`config.mk`:
```
export PLATFORM = sky130hd
export DESIGN_NAME = acj_exec
export DESIGN_NICKNAME = d
export VERILOG_FILES = /design/src/rtl/acj_exec.v
export VERILOG_INCLUDE_DIRS = /design/src /design/src/rtl
export SDC_FILE = /design/constraint.sdc
export NUM_CORES = 1
export LEC_CHECK = 0
export ABC_AREA = 1
export BUFFER_PORTS_ARGS = -buffer_cell sky130_fd_sc_hd__buf_4
export CAP_MARGIN = 0
export CORE_ASPECT_RATIO = 0.9
export CORE_MARGIN = 3
export CORE_UTILIZATION = 35
export DETAILED_ROUTE_END_ITERATION = 12
export PLACE_DENSITY = 0.53
export SYNTH_ARGS = -nofsm -noshare
export SYNTH_HDL_FRONTEND = slang
export SYNTH_SLANG_ARGS = --single-unit
```
`constraint.sdc`:
```
create_clock -name clk -period 2.7 [get_ports clk]
set_input_delay 0.675 -clock clk [delete_from_list [all_inputs] [get_ports clk]]
set_output_delay 0.675 -clock clk [all_outputs]
set_load 0.02 [all_outputs]
```
`src/rtl/acj_exec_regs.vh`:
```
// Behaviour
// RULE1: opcode 82: carry becomes carry AND bit
// RULE2: opcode b0: carry becomes carry AND NOT bit
// RULE3: inverted bit operand never written back
// RULE4: opcode 53: direct byte ANDed with immediate
// RULE5: opcode 52: direct byte ANDed with accumulator
// RULE6: direct and bit addresses are one byte
// RULE7: opcodes b6/b7: compare immediate with @working register; code uses @working register as first operand
// RULE8: opcode b4: compare accumulator with immediate
// RULE9: opcode b5: compare accumulator with direct byte
// RULE10: pc plus three, plus offset if unequal
// RULE11: equal operands: fall through, no offset
// RULE12: carry set when first operand below second
// RULE13: compare bytes: opcode, operand, offset
// RULE14: offset signed, compared operands unsigned
`ifndef ACJ_EXEC_REGS_VH
`define ACJ_EXEC_REGS_VH
`define ACJ_OP_AND_BIT 8'h82
`define ACJ_OP_AND_NBIT 8'hb0
`define ACJ_OP_AND_DIR_IMM 8'h53
`define ACJ_OP_AND_DIR_ACC 8'h52
`define ACJ_OP_CMPJ_IND 7'h5b
`define ACJ_OP_CMPJ_IMM 8'hb4
`define ACJ_OP_CMPJ_DIR 8'hb5
`define ACJ_PC_RESET 16'h0000
`define ACJ_CARRY_RESET 1'b0
`endif

```
`src/rtl/acj_exec.v`:
```
`timescale 1ns/1ps
`include "acj_exec_regs.vh"
module acj_exec #(
  parameter ADDR_W = 8,
  parameter PC_W = 16
) (
  input wire clk,
  input wire rst,
  input wire [7:0] codeByte,
  input wire codeValid,
  output reg codeReady_q,
  input wire [7:0] accIn,
  input wire [7:0] reg0In,
  input wire [7:0] reg1In,
  input wire pcLoad,
  input wire [PC_W-1:0] pcLoadValue,
  input wire carryLoad,
  input wire carryIn,
  output reg [ADDR_W-1:0] memAddr_q,
  output reg memRd_q,
  input wire [7:0] memRdData,
  output reg memWr_q,
  output reg [7:0] memWrData_q,
  output reg [ADDR_W-1:0] bitAddr_q,
  output reg bitRd_q,
  input wire bitRdData,
  output reg [PC_W-1:0] pc_q,
  output reg carry_q,
  output reg done_q,
  output reg illegal_q
);

  localparam [4:0] S_OPC = 5'b00001;
  localparam [4:0] S_ARG1 = 5'b00010;
  localparam [4:0] S_ARG2 = 5'b00100;
  localparam [4:0] S_RDW = 5'b01000;
  localparam [4:0] S_EXEC = 5'b10000;

  // opcode is one this block executes
  function known;
    input [7:0] op;
    begin
      known = (op == `ACJ_OP_AND_BIT) || (op == `ACJ_OP_AND_NBIT) ||
              (op == `ACJ_OP_AND_DIR_IMM) || (op == `ACJ_OP_AND_DIR_ACC) ||
              (op[7:1] == `ACJ_OP_CMPJ_IND) || (op == `ACJ_OP_CMPJ_IMM) ||
              (op == `ACJ_OP_CMPJ_DIR);
    end
  endfunction

  // three-byte compare forms
  function isCmp;
    input [7:0] op;
    begin
      isCmp = (op[7:1] == `ACJ_OP_CMPJ_IND) || (op == `ACJ_OP_CMPJ_IMM) || (op == `ACJ_OP_CMPJ_DIR);
    end
  endfunction

  reg [4:0] state_q, state_d;
  reg [7:0] op_q, op_d;
  reg [7:0] arg1_q, arg1_d;
  reg [7:0] arg2_q, arg2_d;
  reg codeReady_d;
  reg [ADDR_W-1:0] memAddr_d;
  reg memRd_d;
  reg memWr_d;
  reg [7:0] memWrData_d;
  reg [ADDR_W-1:0] bitAddr_d;
  reg bitRd_d;
  reg [PC_W-1:0] pc_d;
  reg carry_d;
  reg done_d;
  reg illegal_d;
  reg [7:0] cmpA;
  reg [7:0] cmpB;

  wire take = codeValid & codeReady_q;
  wire [PC_W-1:0] pcInc = pc_q + {{(PC_W-1){1'b0}}, 1'b1};
  // offset sign-extended to pc width
  wire [PC_W-1:0] offsetExt = {{(PC_W-8){arg2_q[7]}}, arg2_q}; // RULE14
  wire [7:0] indPtr = op_q[0] ? reg1In : reg0In; // RULE7

  always @* begin
    state_d = state_q;
    op_d = op_q;
    arg1_d = arg1_q;
    arg2_d = arg2_q;
    memAddr_d = memAddr_q;
    memRd_d = 1'b0;
    memWr_d = 1'b0;
    memWrData_d = memWrData_q;
    bitAddr_d = bitAddr_q;
    bitRd_d = 1'b0;
    pc_d = pc_q;
    carry_d = carry_q;
    done_d = 1'b0;
    illegal_d = 1'b0;
    cmpA = 8'h00;
    cmpB = 8'h00;
    case (state_q)
      S_OPC: begin
        if (take) begin
          op_d = codeByte;
          pc_d = pcInc;
          if (known(codeByte)) begin
            state_d = S_ARG1;
          end else begin
            illegal_d = 1'b1;
          end
        end
      end
      S_ARG1: begin
        if (take) begin
          arg1_d = codeByte;
          pc_d = pcInc;
          if (op_q == `ACJ_OP_AND_BIT || op_q == `ACJ_OP_AND_NBIT) begin
            bitAddr_d = codeByte; // RULE6
            bitRd_d = 1'b1;
            state_d = S_RDW;
          end else if (op_q == `ACJ_OP_AND_DIR_ACC) begin
            memAddr_d = codeByte; // RULE6
            memRd_d = 1'b1;
            state_d = S_RDW;
          end else begin
            state_d = S_ARG2; // RULE13
          end
        end
      end
      S_ARG2: begin
        if (take) begin
          arg2_d = codeByte;
          pc_d = pcInc; // RULE10
          if (op_q == `ACJ_OP_CMPJ_IMM) begin
            state_d = S_EXEC;
          end else begin
            memAddr_d = (op_q[7:1] == `ACJ_OP_CMPJ_IND) ? indPtr : arg1_q; // RULE7
            memRd_d = 1'b1;
            state_d = S_RDW;
          end
        end
      end
      S_RDW: begin
        state_d = S_EXEC;
      end
      S_EXEC: begin
        state_d = S_OPC;
        done_d = 1'b1;
        if (op_q == `ACJ_OP_AND_BIT) begin
          carry_d = carry_q & bitRdData; // RULE1
        end else if (op_q == `ACJ_OP_AND_NBIT) begin
          // no bit write port exists, so the source bit stays as it was
          carry_d = carry_q & ~bitRdData; // RULE2 RULE3
        end else if (op_q == `ACJ_OP_AND_DIR_IMM) begin
          memWr_d = 1'b1;
          memWrData_d = memRdData & arg2_q; // RULE4
        end else if (op_q == `ACJ_OP_AND_DIR_ACC) begin
          memWr_d = 1'b1;
          memWrData_d = memRdData & accIn; // RULE5
        end else if (isCmp(op_q)) begin
          if (op_q == `ACJ_OP_CMPJ_IMM) begin
            cmpA = accIn; // RULE8
            cmpB = arg1_q;
          end else if (op_q == `ACJ_OP_CMPJ_DIR) begin
            cmpA = accIn; // RULE9
            cmpB = memRdData;
          end else begin
            cmpA = memRdData; // RULE7
            cmpB = arg1_q;
          end
          carry_d = (cmpA < cmpB); // RULE12 RULE14
          if (cmpA != cmpB) begin
            pc_d = pc_q + offsetExt; // RULE10
          end // RULE11
        end
      end
      default: begin
        state_d = S_OPC;
      end
    endcase
    if (pcLoad) begin
      pc_d = pcLoadValue;
    end
    if (carryLoad) begin
      carry_d = carryIn;
    end
    codeReady_d = (state_d == S_OPC) || (state_d == S_ARG1) || (state_d == S_ARG2);
  end

  always @(posedge clk or posedge rst) begin
    if (rst) begin
      state_q <= S_OPC;
      op_q <= 8'h00;
      arg1_q <= 8'h00;
      arg2_q <= 8'h00;
      codeReady_q <= 1'b0;
      memAddr_q <= {ADDR_W{1'b0}};
      memRd_q <= 1'b0;
      memWr_q <= 1'b0;
      memWrData_q <= 8'h00;
      bitAddr_q <= {ADDR_W{1'b0}};
      bitRd_q <= 1'b0;
      pc_q <= `ACJ_PC_RESET;
      carry_q <= `ACJ_CARRY_RESET;
      done_q <= 1'b0;
      illegal_q <= 1'b0;
    end else begin
      state_q <= state_d;
      op_q <= op_d;
      arg1_q <= arg1_d;
      arg2_q <= arg2_d;
      codeReady_q <= codeReady_d;
      memAddr_q <= memAddr_d;
      memRd_q <= memRd_d;
      memWr_q <= memWr_d;
      memWrData_q <= memWrData_d;
      bitAddr_q <= bitAddr_d;
      bitRd_q <= bitRd_d;
      pc_q <= pc_d;
      carry_q <= carry_d;
      done_q <= done_d;
      illegal_q <= illegal_d;
    end
  end

endmodule // acj_exec

```
Word-level counts from Yosys, hierarchy flattened. Cells that the tools add are included.

Output and inout port bits: 47. Input bits: 63. Register bits: 76. Logic and storage cells: 155.

Equality and inequality tests: 37. Multiplexer cells: 67. Bitwise gates (word level): 8. Reductions and logical operators: 25. Order comparisons: 1. $add $sub $neg: 2.

Operator list (count): $mux W8 (25); $mux W16 (8); $eq A8 B8 Y1 const B (8); $eq A8 B7 Y1 const B (4); $pmux W16 S2 (1); $mux W5 (5); $mux W1 (23); $pmux W5 S4 (1); $ne A3 B3 Y1 const B (6); $add A16 B1 Y16 const B (1); $add A16 B16 Y16 (1); $and A8 B8 Y8 (2); $pmux W8 S2 (1); $eq A7 B7 Y1 const B (2); $logic_or A1 B1 Y1 (11); $eq A5 B1 Y1 const B (2); $eq A5 B2 Y1 const B (2); $eq A5 B3 Y1 const B (2); $ne A2 B2 Y1 const B (5); $lt A8 B8 Y1 (1); $mux W4 (2); $ne A4 B4 Y1 const B (2); $ne A8 B8 Y1 (1); $reduce_and A4 Y1 (2); 14 further kinds (22).

Depth between registers and ports, before layout.
Word-level depth: 18. Mapped depth: 21. Mapped depth without buffers: 20.

Worst setup path after synthesis. No wires, ideal clock.

Path type: register to register. From: reg op_q[6]. To: reg pc_q[1]. Clock period less this slack: 2481 ps. Required time: 2581 ps. Slack: 219 ps. Path buffers: 2. Library setup time: 119 ps. Arrival time: 2362 ps. Stages on the path, launching flop included: 21. Path through: dfrtp_1 inv_1 nand4_1 nor2_2 inv_2 nor2_1 nand2_1 buf_4 nand2_1 o21ai_2 ha_1 nand2_1 nor2_1 nand2_1 nand2_1 nand2_1 nand3_4 nand2_2 buf_6 nand2_1 o21ai_2.

Word-level cells in the longest chain between the ends: 12. Elaborated cells between the ends (all ways): 33. Classes of those cells: 14 x eq/ne; 16 x mux; 3 x reduce/logical.

Ends and longest elaborated chain: from (decl) (RTL line acj_exec.v:59) `reg [7:0] op_q, op_d;`; from (signal assigned) (RTL line acj_exec.v:207) `op_q <= op_d;`; $eq A8 B8 Y1 (no source line); $mux W8 (RTL line acj_exec.v:162) `` end else if (op_q == `ACJ_OP_CMPJ_DIR) begin ``; $mux W8 (RTL line acj_exec.v:159) `` if (op_q == `ACJ_OP_CMPJ_IMM) begin ``; $mux W8 (RTL line acj_exec.v:158) `end else if (isCmp(op_q)) begin`; $mux W8 (RTL line acj_exec.v:155) `` end else if (op_q == `ACJ_OP_AND_DIR_ACC) begin ``; $mux W8 (RTL line acj_exec.v:152) `` end else if (op_q == `ACJ_OP_AND_DIR_IMM) begin ``; $mux W8 (RTL line acj_exec.v:149) `` end else if (op_q == `ACJ_OP_AND_NBIT) begin ``; $mux W8 (RTL line acj_exec.v:147) `` if (op_q == `ACJ_OP_AND_BIT) begin ``; $mux W8 (RTL line acj_exec.v:99) `case (state_q)`; $ne A8 B8 Y1 (RTL line acj_exec.v:170) `if (cmpA != cmpB) begin`; $ne A3 B3 Y1 (no source line); $reduce_and A8 Y1 (no source line) (*); to (signal assigned) (RTL line acj_exec.v:201) `` pc_q <= `ACJ_PC_RESET; ``; to (signal assigned) (RTL line acj_exec.v:217) `pc_q <= pc_d;`; to (decl) (RTL line acj_exec.v:27) `output reg [PC_W-1:0] pc_q,`.

Mark *: on every way between the ends. The rest lies on a longest branch, timed or not. The select of a mux whose other input is x is not followed. A chain may end at the register's enable or synchronous reset.

Worst setup path after layout.
From: reg op_q[6]. To: reg pc_q[15].

Same word-level chain as after synthesis.

==> impl_results.md <==
- Total CTS buffers: 9
- Worst-path clk slew: 0.07 ns
- Setup Skew: 0.00895 ns
- CP Launch Type: flip-flop
- # clock sinks: 76
- Via count: 5,216
- Period utilisation layout: 96.2%
- CP Data Arrival Time: 2.89 ns
- Seq/Total Area, Yosys: 37.0%
- Drt total wl: 16,400 um
- Avg Synthesized Cell Area: 6.84 um2
- PD cells: 749 nW/um2
- Drt pass-1 iters: 5
- Worst-Skew Late Latency: 0.35 ns
- Fmax: 0.385 GHz
- Initial DRC count: 263
- Minimum hold slack: 0.422 ns
- WL per Instance: 15.3 um
- Max clock buf depth: 2
- All-Layer GR Usage: 20.7%
- Max rail drop VDD: 0.344 mV
- Worst flop-to-flop path endpoint: pc_q[15]
- Die area: 16,200 um2
- Fillers: 1,447
- Layout area overhead: 31.7%
- CTS tree: done
- Number of nets in the layout: 960
- Initial antenna violation count: 0
- Std-Cell Core Area: 14,200 um2
- Via density: 4.87
- Warnings, synthesis: 0
- P_leak: 3.58 nW
- Port-buffer cells: 109
- Synth cell types: 37
- Max-cap violations: 0
- RR Startpoint: op_q[6]
- Vias in the first global route: 5,106
- Mapped Cells: 752
- Pin count of the biggest net entering global routing: 77
- Hold WC Path Type: input port to async pin
- Post-DP HPWL: 12,700 um
- Critical Path End Type: flip-flop
- Post-DRT Antenna Nets: 0
- Max Slew Vio Count: 0
- Die Wd: 134 um
- Remaining Overflow, GRT: 0
- Worst-path fanout max: 8
- Commonest non-fill, non-tap cell in the layout: nand2_1
- Power, Total: 5.08 mW
- Unrepaired setup endpoints after global routing: yes
- Final Hold Vio Count: 0
- Flops & latches, synth: 76
- Worst reg2reg path depth: 20
- Post-Syn Area: 5150 um2
- Placer congestion estimate: 0.886
- Final setup fails: 0
- Worst Tran Pin Value: 0.583 ns
- Diode count: 0
- CTS Root Buffer Type: clkbuf_16
- Commonest cells after routing, fill and taps aside: 270 x nand2_1, 122 x buf_4, 92 x inv_1, 75 x dfrtp_1, 56 x o21ai_0
- Outcome: completed
- Footprint of the multi-input gates: 2900 um2
- Cell row count: 41
- Critical path type: flip-flop to flip-flop
- Post-layout min period: 2.60 ns
- Residual DRC count: 0
- Register Area: 1900 um2
- Critical Path Start: op_q[6]
- Die Y: 121 um
- Final core occ: 47.7%
- First-pass GRT wire length: 26,100 um
- Share of layout cells above drive strength 1: 24.4%
- IO Pins: 110
- Starting Density: 36.2%
- H-tree level count: 3
- Flop-to-flop setup slack: 0.10 ns
- Worst rel slew slack: 61.1%
- Synthesized Nets: 839
- Crit path required time: 2.99 ns
## timing repair
item                                    4_1_cts  5_1_grt
endpoints found under the setup margin       15       16
pin swaps                                     0        9
cloned                                        0        1
gates resized for setup                       3       40
setup buffers                                 0        4
hold buffers                                  0        0
## cell families (layout without fill, tap and decap cells)
logic type,count (synthesis),after routing,synth area share [%]
AOI/OAI and AO/OA,102,102,11.4
xor gates and xnor gates,3,3,0.511
adders and majority gates,24,24,5.98
buffers and inverters,120,246,9.31
DFF,76,76,37.0
and+or+nand+nor,427,427,35.9
## cells in the mapped netlist, drive strengths merged
cell	count	area, um2
nand2	290	1100
inv	102	383
o21ai	76	422
dfrtp	75	1880
nand3	57	313
nor2	48	220
ha	23	288
nand4	23	150
a21oi	14	70.1
buf	9	62.6
clkbuf	8	30.0
o211ai	7	52.6
nand3b	4	30.0
and2	2	12.5
nor3	2	15.0
o22ai	2	12.5
xor2	2	17.5
clkinv	1	3.75
dfstp	1	26.3
fa	1	20.0
o21a	1	7.51
o21bai	1	7.51
o31ai	1	12.5
or2	1	6.26
xnor2	1	8.76
## report_power, final
part	total, mW	switching, mW	leakage [nW]	internal [mW]
clock	1.34	0.521	0.156	0.814
sequential	1.61	0.226	0.934	1.38
combinational	2.13	1.30	2.49	0.834
## how the worst max path moves through the flow
| stage | end | slack, ns | depth (start not counted) |
|---|---|---|---|
| floorplan | arg1_q[0] | 0.09 | 1 |
| global placement | pc_q[5] | 0.05 | 19 |
| detailed placement | pc_q[5] | -0.06 | 19 |
| CTS | pc_q[5] | 0.04 | 20 |
| global route | pc_q[10] | -0.08 | 20 |
| finish | pc_q[15] | 0.10 | 20 |
## worst max-delay path: stages (launching register included)
cell and delay (ns):
dfrtp_1 0.41, inv_2 0.06, nand4_1 0.11, nor2_2 0.16, inv_2 0.07, nor2_4 0.14
nand2_4 0.09, buf_12 0.15, nand2_2 0.06, o21ai_2 0.05, ha_1 0.30, nand2_2 0.08
nor2_2 0.04, nand2_2 0.06, nand2_2 0.06, nand2_2 0.08, nand3_4 0.10, buf_6 0.16
nor2_4 0.19, nand2_1 0.09, nand3_2 0.07
## area by class of cell
type                            count  share of cell area (%)
Tap cell                          193                    3.56
Sequential cell                    76                    28.1
Multi-Input combinational cell    556                    42.8
Inverter                          103                    5.82
Timing Repair Buffer              127                    14.9
Clock inverter                      7                    1.46
Clock buffer                        9                    3.32
## registers in the layout, summed over array words and instances (netlist names)
name / flops
arg1_q: 8
arg2_q: 8
bitAddr_q: 8
bitRd_q: 1
carry_q: 1
codeReady_q: 1
done_q: 1
illegal_q: 1
memAddr_q: 8
memRd_q: 1
memWrData_q: 8
memWr_q: 1
op_q: 8
pc_q: 16
state_q: 5
## routing by layer
layer | GRT usage [%] | share of wire [%] | up-vias
li1 | - | - | 2660
met1 | 28.6 | 48 | 2405
met2 | 32.6 | 46 | 137
met3 | 5.35 | 5.6 | 14
met4 | 4.76 | 1.2 | 0
met5 | 0 | 0 | -
## metrics by stage
| step | cells | cell area [um2] | TNS (ns) | setup WS (ns) |
|---|---|---|---|---|
| CTS | 1066 | 6570 | 0 | 0.0444 |
| global route | 1071 | 6780 | -0.594 | -0.0829 |
| floorplan | 752 | 5150 | 0 | 0.0883 |
| finish | 1071 | 6780 | 0 | 0.101 |
| global placement | 1050 | 6240 | 0 | 0.0465 |
| detailed placement | 1050 | 6240 | -0.521 | -0.0561 |
Note: power is estimated with default switching activity, not from simulation.
